==> config.mk <==
export PLATFORM = sky130hd
export DESIGN_NAME = ssc_synth_cfg
export DESIGN_NICKNAME = d
export VERILOG_FILES = /design/src/ssc_pkg.sv /design/src/ssc_serial_rx.sv /design/src/ssc_tune_timer.sv /design/src/ssc_synth_cfg.sv
export VERILOG_INCLUDE_DIRS = /design/src
export SDC_FILE = /design/constraint.sdc
export NUM_CORES = 1
export LEC_CHECK = 0
export ABC_AREA = 0
export BUFFER_PORTS_ARGS = -buffer_cell sky130_fd_sc_hd__buf_2
export CORE_MARGIN = 3
export CORE_UTILIZATION = 41
export CTS_BUF_LIST = sky130_fd_sc_hd__clkbuf_8
export DETAILED_ROUTE_END_ITERATION = 10
export HOLD_SLACK_MARGIN = 0.05
export PLACE_DENSITY = 0.69
export REMOVE_ABC_BUFFERS = 1
export SYNTH_ARGS = -nofsm -noshare
export SYNTH_HDL_FRONTEND = slang
export SYNTH_SLANG_ARGS = --single-unit
==> constraint.sdc <==
create_clock -name clk -period 2.6 [get_ports clk]
set_clock_uncertainty 0.2 [all_clocks]
set_input_delay 0.13 -clock clk [delete_from_list [all_inputs] [get_ports clk]]
set_output_delay 0.13 -clock clk [all_outputs]
set_load 0.01 [all_outputs]
==> src/ssc_regs.svh <==
// constants for the synthesizer serial configuration block
// assumes a 20 MHz system clock and a 200 kHz phase detector rate
`ifndef SSC_REGS_SVH
`define SSC_REGS_SVH

// ----------------------------------------------------------------
// serial word layout
// ----------------------------------------------------------------
`define SSC_WORD_BITS   22
`define SSC_DATA_BITS   18
`define SSC_ADDR_BITS   4
`define SSC_CNT_FULL    5'h16

// ----------------------------------------------------------------
// serial register addresses and fields
// ----------------------------------------------------------------
`define SSC_A_MAIN      4'h0
`define SSC_A_PWR       4'h2
`define SSC_A_RFH_N     4'h3
`define SSC_A_RFL_N     4'h4
`define SSC_A_IF_N      4'h5
`define SSC_F_AUX_SOURCE_SELECT_HI 13
`define SSC_F_AUX_SOURCE_SELECT_LO 12
`define SSC_F_LPWR      5
`define SSC_F_AUTOPDB   3
`define SSC_F_PDIB      1
`define SSC_F_PDRB      0
`define SSC_AUX_LDET    2'h3
`define SSC_MAIN_RST    18'h00002
`define SSC_PWR_RST     18'h00000
`define SSC_N_RST       18'h00000

// ----------------------------------------------------------------
// apb map and status bits
// ----------------------------------------------------------------
`define SSC_O_STATUS    8'h00
`define SSC_O_MASK      8'h04
`define SSC_O_CTRL      8'h08
`define SSC_O_STATE     8'h0C
`define SSC_O_MAIN      8'h10
`define SSC_O_PWR       8'h14
`define SSC_O_RFH_N     8'h18
`define SSC_O_RFL_N     8'h1C
`define SSC_O_IF_N      8'h20
`define SSC_EV_BITS     4
`define SSC_EV_RST      4'h0

// ----------------------------------------------------------------
// timing
// ----------------------------------------------------------------
`define SSC_CLK_NS      50
`define SSC_TUPDATE_NS  5000
`define SSC_TUNE_PER_X10 65
`define SSC_TUNE_CYCLES ((`SSC_TUPDATE_NS * `SSC_TUNE_PER_X10 + `SSC_CLK_NS * 10 - 1) \
	/ (`SSC_CLK_NS * 10))

`endif

==> src/ssc_pkg.sv <==
// types shared by the synthesizer serial configuration block
// assumes nothing beyond a SystemVerilog compiler
package ssc_pkg;
	typedef enum logic [1:0] {TS_OFF, TS_TUNE, TS_LOCK} ssc_tune_state_t;
	typedef enum logic {RF_HIGH, RF_LOW} ssc_rf_sel_t;
endpackage : ssc_pkg

==> src/ssc_serial_rx.sv <==
// three-wire serial receiver: shifts 22-bit words, delivers on enable rise
// assumes serial pins are asynchronous to clk and much slower than it
`timescale 1ns/1ps
`default_nettype none
`include "ssc_regs.svh"
module ssc_serial_rx import ssc_pkg::*; (
	input  wire logic        clk,
	input  wire logic        rst_n,
	input  wire logic        sclk,
	input  wire logic        serial_enable_n,
	input  wire logic        serial_data_in,
	output logic [21:0]      wordOut,
	output logic             commit,
	output logic             shortWord
);
	logic [2:0]  sclkQ;
	logic [2:0]  senQ;
	logic [1:0]  sdQ;
	logic [21:0] shift;
	logic [4:0]  count;
	logic        sclkRise;
	logic        senRise;

	// ------------------------------------------------------------
	// pin synchronisers; stage 0 feeds only stage 1
	// ------------------------------------------------------------
	always_ff @(posedge clk) begin
		if (!rst_n) begin
			sclkQ <= 3'h0;
			senQ  <= 3'h7;
			sdQ   <= 2'h0;
		end else begin
			sclkQ <= {sclkQ[1:0], sclk};
			senQ  <= {senQ[1:0], serial_enable_n};
			sdQ   <= {sdQ[0], serial_data_in};
		end
	end
	assign sclkRise = sclkQ[1] && !sclkQ[2];
	assign senRise  = senQ[1] && !senQ[2];

	// ------------------------------------------------------------
	// shift register; older bits fall off the top
	// ------------------------------------------------------------
	always_ff @(posedge clk) begin
		if (!rst_n) begin
			shift <= 22'h000000;
		end else if (!senQ[1] && sclkRise) begin
			shift <= {shift[20:0], sdQ[1]}; // RQ2 RQ5
		end
	end

	always_ff @(posedge clk) begin
		if (!rst_n || senQ[1]) begin
			count <= 5'h00; // RQ4
		end else if (sclkRise && count != `SSC_CNT_FULL) begin
			count <= count + 5'h01;
		end
	end

	always_ff @(posedge clk) begin
		if (!rst_n) begin
			wordOut   <= 22'h000000;
			commit    <= 1'b0;
			shortWord <= 1'b0;
		end else begin
			if (senRise) begin
				wordOut <= shift; // RQ3
			end
			commit    <= senRise && count == `SSC_CNT_FULL; // RQ1
			shortWord <= senRise && count != `SSC_CNT_FULL;
		end
	end
endmodule : ssc_serial_rx
`default_nettype wire

==> src/ssc_tune_timer.sv <==
// self-tuning sequencer for one loop: tune window, then loop control
// assumes powered and retune come from logic on clk
`timescale 1ns/1ps
`default_nettype none
`include "ssc_regs.svh"
module ssc_tune_timer import ssc_pkg::*; (
	input  wire logic clk,
	input  wire logic rst_n,
	input  wire logic powered,
	input  wire logic retune,
	output logic      tuning,
	output logic      pllControl,
	output logic      tuneDone
);
	localparam logic [9:0] LAST = 10'(`SSC_TUNE_CYCLES - 1);
	ssc_tune_state_t state;
	logic [9:0]      cnt;

	always_ff @(posedge clk) begin
		if (!rst_n) begin
			state <= TS_OFF;
		end else begin
			case (state)
			TS_OFF:  if (powered) state <= TS_TUNE; // RQ6
			TS_TUNE: if (!powered) state <= TS_OFF;
				else if (cnt == LAST && !retune) state <= TS_LOCK; // RQ14
			TS_LOCK: if (!powered) state <= TS_OFF;
				else if (retune) state <= TS_TUNE; // RQ6
			default: state <= TS_OFF;
			endcase
		end
	end

	// a retune inside the window restarts it from zero
	always_ff @(posedge clk) begin
		if (!rst_n || state != TS_TUNE || retune) begin
			cnt <= 10'h000;
		end else begin
			cnt <= cnt + 10'h001;
		end
	end

	assign tuning     = state == TS_TUNE;
	assign pllControl = state == TS_LOCK; // RQ7
	assign tuneDone   = tuning && powered && !retune && cnt == LAST;
endmodule : ssc_tune_timer
`default_nettype wire

==> src/ssc_synth_cfg.sv <==
// synthesizer configuration: serial port, power, tuning, lock detect, apb
// assumes apb on clk; serial pins and loop limit flags are asynchronous
//
// The register addresses and register access over APB were chosen for this implementation.
`timescale 1ns/1ps
`default_nettype none
`include "ssc_regs.svh"
// Functional notes
// RQ1 - word is 18 data plus 4 address bits
// RQ2 - sample data on clock rise while enabled
// RQ3 - enable rise stores data at address
// RQ4 - ignore clock and data while disabled
// RQ5 - keep only the last 22 bits
// RQ6 - tune on powerup or new frequency
// RQ7 - loop takes over after tuning
// RQ8 - lock flag high near compensation limit
// RQ9 - lock flag high while any loop tunes
// RQ10 - at most one rf loop active
// RQ11 - host retunes when lock flag rises
// RQ12 - aux output shows lock flag when selected
// RQ13 - rf divider write selects that loop
// RQ14 - tuning lasts 6.5 update periods
// RQ15 - pin powers down; port stays writable
// RQ16 - msb first, address in last bits
// RQ17 - unknown address words are dropped
module ssc_synth_cfg import ssc_pkg::*; (
	input  wire logic        clk,
	input  wire logic        rst_n,
	input  wire logic        psel,
	input  wire logic        penable,
	input  wire logic        pwrite,
	input  wire logic [7:0]  paddr,
	input  wire logic [31:0] pwdata,
	output logic [31:0]      prdata,
	output logic             pready,
	output logic             pslverr,
	input  wire logic        sclk,
	input  wire logic        serial_enable_n,
	input  wire logic        serial_data_in,
	input  wire logic        power_down_n_pin,
	input  wire logic        ifNearLimit,
	input  wire logic        rfNearLimit,
	output logic             lock_detect_n,
	output logic             aux_output_pin,
	output logic             irq,
	output logic             ifEnable,
	output logic             rfHighEnable,
	output logic             rfLowEnable,
	output logic             ifLowPower
);
	logic [1:0]  pwdnQ;
	logic [1:0]  ifNearQ;
	logic [1:0]  rfNearQ;
	logic [21:0] word;
	logic        commit;
	logic        shortWord;
	logic [17:0] wData;
	logic [3:0]  wAddr;
	logic        goodWrite;
	logic        badWrite;
	logic [17:0] mainCfg;
	logic [17:0] pwrCfg;
	logic [17:0] rfHighN;
	logic [17:0] rfLowN;
	logic [17:0] ifN;
	ssc_rf_sel_t activeRf;
	logic        ifOn;
	logic        rfOn;
	logic        ifPow;
	logic        rfhPow;
	logic        rflPow;
	logic        swRetune;
	logic        ifTune;
	logic        rfhTune;
	logic        rflTune;
	logic        ifCtl;
	logic        rfhCtl;
	logic        rflCtl;
	logic        ifDone;
	logic        rfhDone;
	logic        rflDone;
	logic        next_lockN;
	logic [3:0]  events;
	logic [3:0]  status;
	logic [3:0]  mask;
	logic        apbSetup;
	logic        apbWrite;
	logic [31:0] next_prdata;
	logic        next_pslverr;

	function automatic logic addrKnown(input logic [3:0] a);
		addrKnown = a == `SSC_A_MAIN || a == `SSC_A_PWR || a == `SSC_A_RFH_N
			|| a == `SSC_A_RFL_N || a == `SSC_A_IF_N;
	endfunction : addrKnown

	// ------------------------------------------------------------
	// pin synchronisers
	// ------------------------------------------------------------
	always_ff @(posedge clk) begin
		if (!rst_n) begin
			pwdnQ   <= 2'h0;
			ifNearQ <= 2'h0;
			rfNearQ <= 2'h0;
		end else begin
			pwdnQ   <= {pwdnQ[0], power_down_n_pin};
			ifNearQ <= {ifNearQ[0], ifNearLimit};
			rfNearQ <= {rfNearQ[0], rfNearLimit};
		end
	end

	// ------------------------------------------------------------
	// serial port and register commit
	// ------------------------------------------------------------
	ssc_serial_rx u_rx (
		.clk             (clk),
		.rst_n           (rst_n),
		.sclk            (sclk),
		.serial_enable_n (serial_enable_n),
		.serial_data_in  (serial_data_in),
		.wordOut         (word),
		.commit          (commit),
		.shortWord       (shortWord)
	);

	assign wData     = word[21:4]; // RQ16
	assign wAddr     = word[3:0]; // RQ16
	assign goodWrite = commit && addrKnown(wAddr); // RQ17
	assign badWrite  = (commit && !addrKnown(wAddr)) || shortWord;

	// the port is never gated by power state, so it stays writable
	always_ff @(posedge clk) begin
		if (!rst_n) begin
			mainCfg <= `SSC_MAIN_RST;
			pwrCfg  <= `SSC_PWR_RST;
			rfHighN <= `SSC_N_RST;
			rfLowN  <= `SSC_N_RST;
			ifN     <= `SSC_N_RST;
		end else if (goodWrite) begin // RQ15
			case (wAddr)
			`SSC_A_MAIN:  mainCfg <= wData; // RQ3
			`SSC_A_PWR:   pwrCfg  <= wData;
			`SSC_A_RFH_N: rfHighN <= wData;
			`SSC_A_RFL_N: rfLowN  <= wData;
			`SSC_A_IF_N:  ifN     <= wData;
			default:      mainCfg <= mainCfg;
			endcase
		end
	end

	always_ff @(posedge clk) begin
		if (!rst_n) begin
			activeRf <= RF_HIGH;
		end else if (goodWrite && wAddr == `SSC_A_RFH_N) begin
			activeRf <= RF_HIGH; // RQ13
		end else if (goodWrite && wAddr == `SSC_A_RFL_N) begin
			activeRf <= RF_LOW; // RQ13
		end
	end

	// ------------------------------------------------------------
	// power and self-tuning
	// ------------------------------------------------------------
	assign ifOn   = pwdnQ[1] && (mainCfg[`SSC_F_AUTOPDB] || pwrCfg[`SSC_F_PDIB]); // RQ15
	assign rfOn   = pwdnQ[1] && (mainCfg[`SSC_F_AUTOPDB] || pwrCfg[`SSC_F_PDRB]); // RQ15
	assign ifPow  = ifOn;
	assign rfhPow = rfOn && activeRf == RF_HIGH; // RQ10
	assign rflPow = rfOn && activeRf == RF_LOW; // RQ10

	ssc_tune_timer u_tune_if (
		.clk        (clk),
		.rst_n      (rst_n),
		.powered    (ifPow),
		.retune     ((goodWrite && wAddr == `SSC_A_IF_N) || swRetune),
		.tuning     (ifTune),
		.pllControl (ifCtl),
		.tuneDone   (ifDone)
	);

	ssc_tune_timer u_tune_rfh (
		.clk        (clk),
		.rst_n      (rst_n),
		.powered    (rfhPow),
		.retune     ((goodWrite && wAddr == `SSC_A_RFH_N) || swRetune),
		.tuning     (rfhTune),
		.pllControl (rfhCtl),
		.tuneDone   (rfhDone)
	);

	ssc_tune_timer u_tune_rfl (
		.clk        (clk),
		.rst_n      (rst_n),
		.powered    (rflPow),
		.retune     ((goodWrite && wAddr == `SSC_A_RFL_N) || swRetune),
		.tuning     (rflTune),
		.pllControl (rflCtl),
		.tuneDone   (rflDone)
	);

	always_ff @(posedge clk) begin
		if (!rst_n) begin
			ifEnable     <= 1'b0;
			rfHighEnable <= 1'b0;
			rfLowEnable  <= 1'b0;
			ifLowPower   <= 1'b0;
		end else begin
			ifEnable     <= ifPow;
			rfHighEnable <= rfhPow;
			rfLowEnable  <= rflPow;
			ifLowPower   <= mainCfg[`SSC_F_LPWR];
		end
	end

	// ------------------------------------------------------------
	// lock detect and aux output
	// ------------------------------------------------------------
	// near-limit flags only count once the loop owns the vco
	assign next_lockN = ifTune || rfhTune || rflTune // RQ9
		|| (ifNearQ[1] && ifCtl) || (rfNearQ[1] && (rfhCtl || rflCtl)); // RQ8

	always_ff @(posedge clk) begin
		if (!rst_n) begin
			lock_detect_n  <= 1'b0;
			aux_output_pin <= 1'b0;
		end else begin
			lock_detect_n  <= next_lockN;
			aux_output_pin <= mainCfg[`SSC_F_AUX_SOURCE_SELECT_HI:`SSC_F_AUX_SOURCE_SELECT_LO] == `SSC_AUX_LDET
				&& next_lockN; // RQ12
		end
	end

	// ------------------------------------------------------------
	// events and interrupt
	// ------------------------------------------------------------
	// a rising lock flag is the host's cue to retune
	assign events = {ifDone || rfhDone || rflDone,
		next_lockN && !lock_detect_n, badWrite, goodWrite}; // RQ11

	// set beats a same-cycle write-one-to-clear
	always_ff @(posedge clk) begin
		if (!rst_n) begin
			status <= `SSC_EV_RST;
		end else if (apbWrite && paddr == `SSC_O_STATUS) begin
			status <= (status & ~pwdata[3:0]) | events;
		end else begin
			status <= status | events;
		end
	end

	always_ff @(posedge clk) begin
		if (!rst_n) begin
			mask <= `SSC_EV_RST;
		end else if (apbWrite && paddr == `SSC_O_MASK) begin
			mask <= pwdata[3:0];
		end
	end

	always_ff @(posedge clk) begin
		if (!rst_n) begin
			irq <= 1'b0;
		end else begin
			irq <= |(status & mask);
		end
	end

	// ------------------------------------------------------------
	// apb slave, zero wait states
	// ------------------------------------------------------------
	assign apbSetup = psel && !penable;
	assign apbWrite = psel && penable && pready && pwrite;
	assign swRetune = apbWrite && paddr == `SSC_O_CTRL && pwdata[0]; // RQ11

	always_comb begin
		next_prdata  = 32'h00000000;
		next_pslverr = 1'b0;
		case (paddr)
		`SSC_O_STATUS: next_prdata = {28'h0000000, status};
		`SSC_O_MASK:   next_prdata = {28'h0000000, mask};
		`SSC_O_CTRL:   next_prdata = 32'h00000000;
		`SSC_O_STATE:  next_prdata = {24'h000000, activeRf == RF_LOW, pwdnQ[1],
			rfOn, ifOn, rflTune, rfhTune, ifTune, lock_detect_n};
		`SSC_O_MAIN:   next_prdata = {14'h0000, mainCfg};
		`SSC_O_PWR:    next_prdata = {14'h0000, pwrCfg};
		`SSC_O_RFH_N:  next_prdata = {14'h0000, rfHighN};
		`SSC_O_RFL_N:  next_prdata = {14'h0000, rfLowN};
		`SSC_O_IF_N:   next_prdata = {14'h0000, ifN};
		default:       next_pslverr = 1'b1;
		endcase
	end

	always_ff @(posedge clk) begin
		if (!rst_n) begin
			pready  <= 1'b0;
			pslverr <= 1'b0;
			prdata  <= 32'h00000000;
		end else begin
			pready  <= apbSetup;
			pslverr <= apbSetup && next_pslverr;
			if (apbSetup && !pwrite) begin
				prdata <= next_prdata;
			end
		end
	end
endmodule : ssc_synth_cfg
`default_nettype wire

# Word-level counts from Yosys, hierarchy flattened
# Cells that the tools add are included.
# Widths: inputs -> output; s select.
# op_classes
mux	21
bitwise	7
addsub	4
n_reduce_logical	92
n_eq_ne	36
# ops
op	count
$pmux 18 s8	1
$logic_and 1x1->1	41
$eq 8x5->1 const B	4
$add 10x1->10 const B	3
$eq 10x10->1 const B	3
$mux 2	15
$logic_or 1x1->1	24
$ne 3x3->1 const B	6
$pmux 2 s3	3
$eq 8x4->1 const B	2
$ne 2x1->1 const B	6
$logic_not 1->1	11
$reduce_and 2->1	5
$reduce_and 3->1	3
$reduce_or 9->1	1
$and 4x4->4	2
$eq 2x2->1 const B	4
$eq 4x2->1 const B	2
$eq 4x3->1 const B	2
$eq 8x3->1 const B	1
$eq 8x6->1 const B	1
$logic_not 8->1	1
$or 4x4->4	2
$eq 2x1->1 const B	3
11 further kinds	14
# word_totals
in_bits	51
register_bits	241
wordCells	195

# Depth between registers and ports, before layout
# Gate-level depths: netlist of run 1.
# depth
word_depth	15
ltp_mapped	8
depth_no_buf	7

# Cells and area by module
# A second synthesis of run 1 with hierarchy kept.
# unflattened
hier_cells	1091
hier_area_um2	9745.6
# modules_own_cells
module	cells_per_inst	area_per_inst_um2	n_inst	seq_area_each_um2
ssc_synth_cfg	667	5904.4	1	2642.5
ssc_serial_rx	244	2158.3	1	1181.1
ssc_tune_timer (u_tune_if ...)	60	561.8	2	240.2
ssc_tune_timer (u_tune_rfl)	60	559.3	1	240.2

# Worst setup path after synthesis of run 1
# OpenSTA, ideal clock, no wires.
# synth_timing
path_kind	register to register
startpoint	register u_rx.wordOut[2]
endpoint	register mainCfg[1]
arrival_time_ns	1.572
path_stages_with_launch	7
setup_ns	0.130
path_buffers	2
path_slack_ns	0.698
path_cell_list	dfxtp_1 nor3b_1 or3b_2 buf_2 buf_2 nand2_1 nand3_1
# synth_between
elab_chain_len	7
# synth_rtl
element	line_no	rtl
start: declaration	ssc_serial_rx.sv:12	output logic [21:0] wordOut,
start signal: assignment	ssc_serial_rx.sv:67	wordOut <= shift;
$eq 4x2->1 or $logic_not 4->1 (tied branches)	--	
$logic_or 1x1->1 (no source line) (4 in series)	--	
$logic_and 1x1->1	ssc_synth_cfg.sv:127	assign goodWrite = commit && addrKnown(wAddr);
$reduce_and 2->1 (no source line) *	--	
end signal: assignment	ssc_synth_cfg.sv:133	mainCfg <= `SSC_MAIN_RST;
end signal: assignment	ssc_synth_cfg.sv:140	`SSC_A_MAIN: mainCfg <= wData;
end signal: assignment	ssc_synth_cfg.sv:145	default: mainCfg <= mainCfg;
end: declaration	ssc_synth_cfg.sv:61	logic [17:0] mainCfg;
# Every way passes the cells marked *; elsewhere a longest branch is shown, timed or not.
# A chain may end at the register's enable or synchronous reset.

# Worst setup path in the final report of run 1
# layout_timing
startpoint	input paddr[5]
endpoint	register status[2]
# layout_between
elab_chain_len	3
# layout_rtl
element	line_no	rtl
start: declaration	ssc_synth_cfg.sv:32	input wire logic [7:0] paddr,
$logic_not 8->1	--	
$logic_and 1x1->1 (no source line)	--	
$mux 4	ssc_synth_cfg.sv:242	end else if (apbWrite && paddr == `SSC_O_STATUS) begin
end signal: assignment	ssc_synth_cfg.sv:241	status <= `SSC_EV_RST;
end signal: assignment	ssc_synth_cfg.sv:243	status <= (status & ~pwdata[3:0]) | events;
end signal: assignment	ssc_synth_cfg.sv:245	status <= status | events;
end: declaration	ssc_synth_cfg.sv:84	logic [3:0] status;
# Every way passes these cells.

==> summary.txt, run 1 <==
Status
  • Status: finished, final reports clean

Detailed routing
  • Total Wirelength: roughly 22,000 um
  • Drt initial violations: between 500 and 600
  • DRC viols: 0
  • Via count: roughly 7,500
  • Via density: between 5 and 6
  • First drt pass iteration count: 5
  • Final antenna-violating net count: 0
  • Wire per inst: about 15 um

Finish
  • Fillers: ~2,000
  • Commonest non-fill, non-tap cell in the layout: nand2_1
  • Post-route insts no fill: roughly 1,400
  • Antenna cells: 0
  • Layout cells sized above 1: between 10% and 20%
  • Most frequent cells in the layout: nand2_1, dfxtp_1, a21oi_1
  • # nets final: about 1,200
  • Synth-to-Final Area Change: 17.8%

Clocking
  • Clk sinks: 227
  • Root buf cell: clkbuf_8
  • Clk slew on worst S/H paths: roughly 0.06 ns
  • Clock tree buffer depth: 3
  • Worst-Skew Late Latency: around 0.53 ns
  • TritonCTS clock tree: built
  • H-tree levels: 2
  • Total CTS buffers: 38

Floorplanning
  • Die Ht: roughly 160 um
  • Die area: ~24,000 um2
  • Core ar.: around 21,000 um2
  • Die Wd: 155 um
  • Starting Density: ~43%
  • # rows: 53
  • IO Count: approximately 90

Yosys
  • Top area cells in the synthesized netlist: dfxtp_1, nand2_1, a21oi_1
  • Synth top area share: 49.8%
  • #FFs+latches synth: 227
  • Cell area after synthesis: 9130 um2
  • Seq/Total Area, Yosys: between 40% and 50%
  • Ys flop type: dfxtp_1
  • EDFF count, synth: 0
  • Synth area leader: dfxtp_1
  • Distinct cells, synth: 59
  • Mapped Avg Cell Area: between 8 and 9 um2
  • Mapped Cells: 1,051
  • Post-synth ARST share: 0%
  • Ys Warns: 0

Setup path
  • Worst r2r src: pready
  • R2r endpoint: status[2]
  • Startpoint types: primary input
  • Required @ worst endpoint: 2.80 ns
  • CP startpoint: paddr[5]
  • Critical Path End: status[2]
  • Reg2reg setup slack: between 0.4 and 0.5 ns
  • Crit end category: register
  • Critical path class: in2reg
  • R2R cell count: 6
  • Max FO, Critical Path: 7
  • WP data arrival: 2.69 ns

Timing
  • Final Cycle Share: between 90% and 100%
  • Tmin final: approximately 2.5 ns
  • Slew margin rel.: between 30% and 40%
  • Endpoints failing hold: 0
  • Setup violators final: 0
  • Final worst slack: between 0.1 and 0.15 ns
  • Sum Neg Setup Slack: 0 ns
  • Max-slew violation count: 0
  • Max Fclk: 0.403 GHz
  • Worst Tran Pin Value: about 0.95 ns
  • Unrepaired setup endpoints after global routing: false

GRT
  • Antenna violations before repair: 0
  • Grt ovf: 0
  • Largest net degree at the start of global routing: around 130
  • First-pass GRT wire length: between 30,000 and 40,000 um
  • Number of global-route vias before repair: a little over 7,000
  • Global router's overall resource usage: between 10% and 20%

Place
  • Placed cells: approximately 1,300
  • IO Port Bufs: 49
  • Detailed placement HPWL: 13,900 um
  • Pre-CTS setup slack: between 0.5 and 0.6 ns
  • RD Place Congestion: between 0.8 and 0.9

Job
  • Max-cap violation count: 0

Power
  • Total power: between 6 and 7 mW
  • Cell area power density: around 630 nW/um2
  • Maximum vdd drop: roughly 280 uV
  • Pleak: between 4 and 5 nW

Worst hold path
  • Hold crit path type: in2reg
[how the worst min path moves through the flow]
| stage | slack, ns | start | end | depth (start not counted) |
|---|---|---|---|---|
| 2_1_floorplan | 0.002 | rst_n | mainCfg[1] | 1 |
| 3_3_place_gp | 0.12 | serial_enable_n | u_rx.senQ[0] | 2 |
| 3_5_place_dp | 0.12 | serial_enable_n | u_rx.senQ[0] | 2 |
| 4_1_cts | 0.06 | paddr[3] | prdata[13] | 5 |
| 5_1_grt | 0.1 | paddr[3] | prdata[16] | 5 |
| 6_report | 0.08 | paddr[3] | prdata[13] | 5 |
[state kept, by name, summed over array words and instances, names as in the netlist, 18 cells and up]
name / count
mainCfg: 18
rfLowN: 18
pwrCfg: 18
prdata: 18
u_rx.wordOut: 22
u_rx.shift: 22
rfHighN: 18
ifN: 18
[through the flow]
stage | util (%) | hold WS (ns) | area, um2
2_1_floorplan | - | 0.00183 | 8830
3_3_place_gp | 45.0 | 0.121 | 9640
3_5_place_dp | 45.0 | 0.115 | 9640
4_1_cts | 50.1 | 0.0614 | 10700
5_1_grt | 50.2 | 0.0973 | 10700
6_report | 50.2 | 0.0766 | 10700
[Yosys cell counts, drive strengths merged (13+ instances only)]
cell type,instances
mux2i,32
a21oi,130
and2,16
nand2,271
and3,13
dfxtp,227
nor2,81
clkbuf,39
o21ai,19
nand3,22
xor2,16
buf,32
[layout make-up]
| type | instances | area [um2] | area share [%] |
|---|---|---|---|
| Inverter | 8 | 32.5 | 0.303 |
| Timing Repair Buffer | 111 | 808 | 7.52 |
| Multi-Input combinational cell | 758 | 4270 | 39.7 |
| Tap cell | 275 | 344 | 3.20 |
| Clock inverter | 18 | 86.3 | 0.803 |
| Sequential cell | 227 | 4540 | 42.3 |
| Clock buffer | 48 | 661 | 6.15 |
[timing repair]
| action | 4_1_cts | 5_1_grt |
|---|---|---|
| gates resized for setup | 0 | 0 |
| hold buffers | 35 | 0 |
| setup buffers | 0 | 3 |
| endpoints found under the hold margin | 54 | 0 |
| setup endpoints to repair | 0 | 5 |
[logic make-up (layout without fill, tap and decap cells)]
logic type | Yosys count | in the layout | synth area share, %
flip-flops | 227 | 227 | 49.8
AND/OR/NAND/NOR | 467 | 467 | 23.6
adder cells (fa/ha/maj) | 8 | 8 | 1.10
buffers and inverters | 79 | 185 | 4.06
XOR/XNOR | 28 | 28 | 2.69
multiplexers | 44 | 44 | 6.23
other | 1 | 14 | 0.0411
AO/OA/AOI/OAI | 197 | 197 | 12.5
[where the power goes]
part           switching (mW)  internal (mW)
logic                   0.138         0.0848
registers             0.00571           3.49
clock network            1.39           1.66
[routing by layer]
metal | GRT usage (%) | routed length [um] | up-vias
met4 | 6.00 | 417 | 0
met2 | 29.2 | 10100 | 220
met1 | 24.3 | 10000 | 3506
li1 | - | - | 3728
met3 | 3.34 | 1390 | 34
met5 | 0 | 0 | -
[worst max-delay path, cell delays in order]
cell and delay [ns]:
dlygate4sd3_1 0.53, buf_2 0.17, or4_4 0.58, nor4_4 0.41, nand2_1 0.10, a21oi_1 0.15, nor2_1 0.05, dlygate4sd3_1 0.56
Note: power is estimated with default switching activity, not from simulation.
==> inputs of run 2 (changes only) <==
- REMOVE_ABC_BUFFERS: 1 -> default
==> run 2 against run 1 <==
Compared with the run above:
- routed wire length fell by 4.1%
- worst setup slack got worse by 0.014 ns
- clock-buffer cell count fell by 1
- die area did not move
- critical path type unchanged
- critical endpoint unchanged
==> summary.txt, run 2 (synthesis gave the netlist of run 1 again) <==
Floorplanning
  • Die Ht: 155 um
  • Die area: approximately 24,000 um2
  • Starting Density: between 40% and 50%
  • Core ar.: roughly 21,000 um2
  • IO Count: roughly 90
  • Die Wd: approximately 160 um
  • # rows: 53

Timing
  • Final worst slack: just over 0.1 ns
  • Worst Tran Pin Value: between 0.8 and 0.9 ns
  • Endpoints failing hold: 0
  • Tmin final: roughly 2.5 ns
  • Unrepaired setup endpoints after global routing: false
  • Max-slew violation count: 0
  • Final Cycle Share: between 90% and 100%
  • Slew margin rel.: 43.8%
  • Setup violators final: 0
  • Max Fclk: between 0.4 and 0.5 GHz
  • Sum Neg Setup Slack: 0 ns

Setup path
  • Crit path max-delay family: buffers and inverters
  • Worst r2r src: pready
  • Slowest stage cell, crit path: dlygate4sd3_1
  • Reg2reg setup slack: approximately 0.47 ns
  • Startpoint types: primary input
  • Crit end category: register
  • Critical path class: in2reg
  • Worst-path cell chain: dlygate4sd3_1 > buf_2 > or3_1 > nor4_4 > dlygate4sd3_1 > nand2_1 > a21oi_1 > nor2_1
  • CP max stage delay: 0.64 ns
  • Buf+Inv Stages, Crit Path: 3
  • Max FO, Critical Path: 22
  • CP startpoint: paddr[2]
  • WP data arrival: 2.69 ns
  • CP most frequent cell: dlygate4sd3_1
  • Required @ worst endpoint: between 2 and 3 ns

Place
  • IO Port Bufs: roughly 50
  • RD Place Congestion: 0.787
  • Detailed placement HPWL: roughly 14,000 um
  • Pre-CTS setup slack: 0.502 ns

GRT
  • Global router's overall resource usage: between 10% and 20%
  • Grt ovf: 0
  • First-pass GRT wire length: approximately 35,000 um
  • Largest net degree at the start of global routing: 63
  • Antenna violations before repair: 0
  • Number of global-route vias before repair: between 7,000 and 8,000

Finish
  • Layout cells sized above 1: 13.5%
  • Synth-to-Final Area Change: 16.6%
  • Commonest non-fill, non-tap cell in the layout: nand2_1
  • Most frequent cells in the layout: nand2_1, dfxtp_1, a21oi_1
  • # nets final: ~1,200
  • Biggest regs: u_rx.shift x22, u_rx.wordOut x22
  • Final core utilization: roughly 50%
  • Fillers: 2,022
  • Antenna cells: 0

Worst hold path
  • Hold Path Origin: paddr[6]
  • Hold crit path type: in2reg

Status
  • Status: finished, final reports clean

Job
  • Max-cap violation count: 0

Clocking
  • CTS Hold Bufs: 31
  • Clock tree buffer depth: 3
  • Clk slew on worst S/H paths: 0.06 ns
  • TritonCTS clock tree: built
  • H-tree levels: 2
  • Worst-Skew Late Latency: about 0.53 ns
  • Root buf cell: clkbuf_8
  • Post-cts resize count: 0
  • Clk sinks: 227
  • Setup Buffers After CTS: 0
  • Total CTS buffers: 38

Detailed routing
  • Total Wirelength: around 21,000 um
  • Wire per inst: 14.7 um
  • DRC viols: 0
  • Via count: between 7,000 and 8,000
  • Drt initial violations: around 470
  • First drt pass iteration count: 5
  • Final antenna-violating net count: 0
  • Via density: between 5 and 6

Power
  • Cell area power density: approximately 630 nW/um2
  • Pleak: a little under 4 nW
  • Total power: ~6.7 mW
  • Maximum vdd drop: approximately 290 uV
run 2: worst paths after layout:
kind / endpoint / depth (start not counted)
setup / recovery: status[2] / 8
hold / removal: prdata[3] / 5
setup reg to reg: status[2] / 6
hold reg to reg: u_rx.senQ[1] / 1
run 2: report_power, final:
part | internal, mW | total, mW | switching (mW) | leakage [nW]
Clock | 1.62 | 2.97 | 1.36 | 0.407
Combinational | 0.0809 | 0.215 | 0.134 | 1.72
Sequential | 3.49 | 3.50 | 0.00639 | 1.83
run 2: worst register-to-register path, delay by kind of cell (launching register included):
kind	cells	cell delay (ns)
AOI/OAI and AO/OA	1	0.14
buffers and inverters	1	0.64
DFF	1	0.32
and+or+nand+nor	4	0.73
run 2: area by class of cell:
cell class / instances / area (um2) / area share [%]
tap: 275 / 344 / 3.23
clock inverter: 15 / 65.1 / 0.611
inverter: 8 / 32.5 / 0.306
sequential: 227 / 4540 / 42.7
multi-input combinational: 758 / 4270 / 40.1
timing repair buffer: 103 / 741 / 6.96
clock buffer: 47 / 647 / 6.08
run 2: per-stage QoR:
step | instance area, um2 | std cells | hold WS (ns)
3_3_place_gp | 9620 | 1340 | 0.117
2_1_floorplan | 9170 | 1064 | 0.0315
6_report | 10600 | 1433 | 0.0796
4_1_cts | 10600 | 1433 | 0.0531
3_5_place_dp | 9620 | 1340 | 0.120
5_1_grt | 10600 | 1433 | 0.125
run 2: per-layer routing:
metal  wire, um  vias up  GRT usage (%)
li1           -     3719              -
met1       9380     3473           22.6
met2       9940      188           29.3
met3       1200       36           3.48
met4        504        0           5.67
met5          0        -              0
==> inputs of run 3 (changes only) <==
- RECOVER_POWER: default -> 100
==> run 3 against run 2 <==
Compared with the run above:
- die area did not move
- critical endpoint unchanged
- sequential cell count did not move
- first-iteration DRC count increased by 2.4%
- hold slack worse by 0.0017 ns
- routed wire length is 0.21% higher
==> summary.txt, run 3 (synthesis gave the netlist of run 1 again) <==
Job
  • Max-cap violation count: 0

Clocking
  • TritonCTS clock tree: built
  • Clk sinks: about 230
  • CTS Hold Bufs: 31
  • Worst-Skew Late Latency: 0.53 ns
  • Post-cts resize count: 0
  • Clk slew on worst S/H paths: 0.06 ns
  • Total CTS buffers: 38
  • Setup Buffers After CTS: 0
  • Root buf cell: clkbuf_8
  • H-tree levels: 2
  • Clock tree buffer depth: 3

Finish
  • Antenna cells: 0
  • Synth-to-Final Area Change: 15.6%
  • Final instance area: ~11,000 um2
  • Most frequent cells in the layout: nand2_1, dfxtp_1, a21oi_1
  • Biggest regs: u_rx.shift x22, u_rx.wordOut x22
  • Post-route insts no fill: roughly 1,400
  • Layout cells sized above 1: under 10%
  • # nets final: between 1,000 and 1,500
  • FF+latch area: between 4000 and 5000 um2
  • Commonest non-fill, non-tap cell in the layout: nand2_1
  • Fillers: about 2,000
  • Area of the multi-input gates: 4240 um2
  • Final core utilization: between 40% and 50%

Place
  • Area of placed instances: approximately 9600 um2
  • Detailed placement HPWL: approximately 14,000 um
  • Placed cells: 1,340
  • RD Place Congestion: about 0.79
  • IO Port Bufs: slightly below 50

Detailed routing
  • Via density: about 5.2
  • Drt initial violations: 479
  • Total Wirelength: 21,100 um
  • First drt pass iteration count: 5
  • Wire per inst: between 10 and 15 um
  • Via count: 7,387
  • Final antenna-violating net count: 0
  • DRC viols: 0

Setup path
  • Crit end category: register
  • Slowest stage cell, crit path: dlygate4sd3_1
  • Worst-path cell chain: dlygate4sd3_1 > buf_2 > or3_1 > nor4_4 > dlygate4sd3_1 > nand2_1 > a21oi_1 > nor2_1
  • Required @ worst endpoint: 2.80 ns
  • Max FO, Critical Path: 22
  • Startpoint types: primary input
  • CP most frequent cell: dlygate4sd3_1
  • Critical path class: in2reg
  • WP data arrival: 2.69 ns
  • CP max stage delay: around 0.64 ns

GRT
  • Global router's overall resource usage: roughly 17%
  • Antenna violations before repair: 0
  • Largest net degree at the start of global routing: 63
  • Number of global-route vias before repair: about 7,100
  • First-pass GRT wire length: 35,100 um
  • Grt ovf: 0

Worst hold path
  • Hold crit path type: in2reg

Timing
  • Final Cycle Share: 96.1%
  • Endpoints failing hold: 0
  • Setup violators final: 0
  • Tmin final: around 2.5 ns
  • Sum Neg Setup Slack: 0 ns
  • Max-slew violation count: 0
  • WHS: 0.0779 ns
  • Unrepaired setup endpoints after global routing: false
  • Max Fclk: about 0.4 GHz
  • Slew margin rel.: roughly 13%
  • Worst Tran Pin Value: 1.31 ns

Power
  • Maximum vdd drop: about 290 uV
  • Clk pwr share: 44.4%
  • Pleak: approximately 3.8 nW
  • Part of the power in registers: a little over half
  • Switch share: between 20% and 30%
  • Cell area power density: roughly 630 nW/um2
  • Combinational Power Share: 3.1%
  • P_int: just over 5 mW
  • Sw Pwr: approximately 1.5 mW

Floorplanning
  • Core ar.: about 21,000 um2
  • Die Wd: 155 um
  • # rows: 53
  • Starting Density: 42.6%
  • Die area: between 20,000 and 25,000 um2
  • IO Count: between 90 and 100
  • Die Ht: ~160 um

Status
  • Status: finished, final reports clean
==> run 3: power by group through the flow <==
stage	clock (mW)	sequential [mW]	combinational [mW]
finish	2.97	3.50	0.210
global route	3.20	3.50	0.228
CTS	3.04	3.50	0.213
detailed placement	0	3.58	0.184
global placement	0	3.58	0.183
floorplan	0	3.58	0.129
==> run 3: worst max-delay path, delay by kind of cell <==
kind                   cells  cell delay, ns
AOI/OAI and AO/OA          1            0.14
buffers and inverters      3            1.46
and+or+nand+nor            4            0.96
==> run 3: final timing paths <==
kind              startpoint           end  slack [ns]  cells after the start
max                 paddr[2]     status[2]        0.10                      8
max reg2reg  u_rx.wordOut[1]        ifN[5]        0.32                      4
min reg2reg     u_rx.senQ[0]  u_rx.senQ[1]        0.21                      1
min                 paddr[6]     prdata[3]        0.08                      5
==> run 3: through the flow <==
step / setup slack [ns] / power (mW)
floorplan: 0.698 / 3.70
global placement: 0.526 / 3.76
detailed placement: 0.502 / 3.76
CTS: 0.127 / 6.75
global route: 0.0437 / 6.93
finish: 0.101 / 6.68
==> run 3: cell type report <==
cell class | count | share of cell area (%)
well taps | 275 | 3.26
inverters | 8 | 0.308
multi-input cells | 758 | 40.2
repair buffers | 103 | 6.44
clock inverters | 15 | 0.617
flip-flops and latches | 227 | 43.1
clock buffers | 47 | 6.13
==> run 3: layer usage <==
layer | global-route usage (%) | wire [um] | vias to the layer above
met3 | 3.48 | 1150 | 36
met5 | 0 | 0 | -
met4 | 5.67 | 513 | 0
met1 | 22.6 | 9500 | 3456
li1 | - | - | 3724
met2 | 29.3 | 9910 | 171
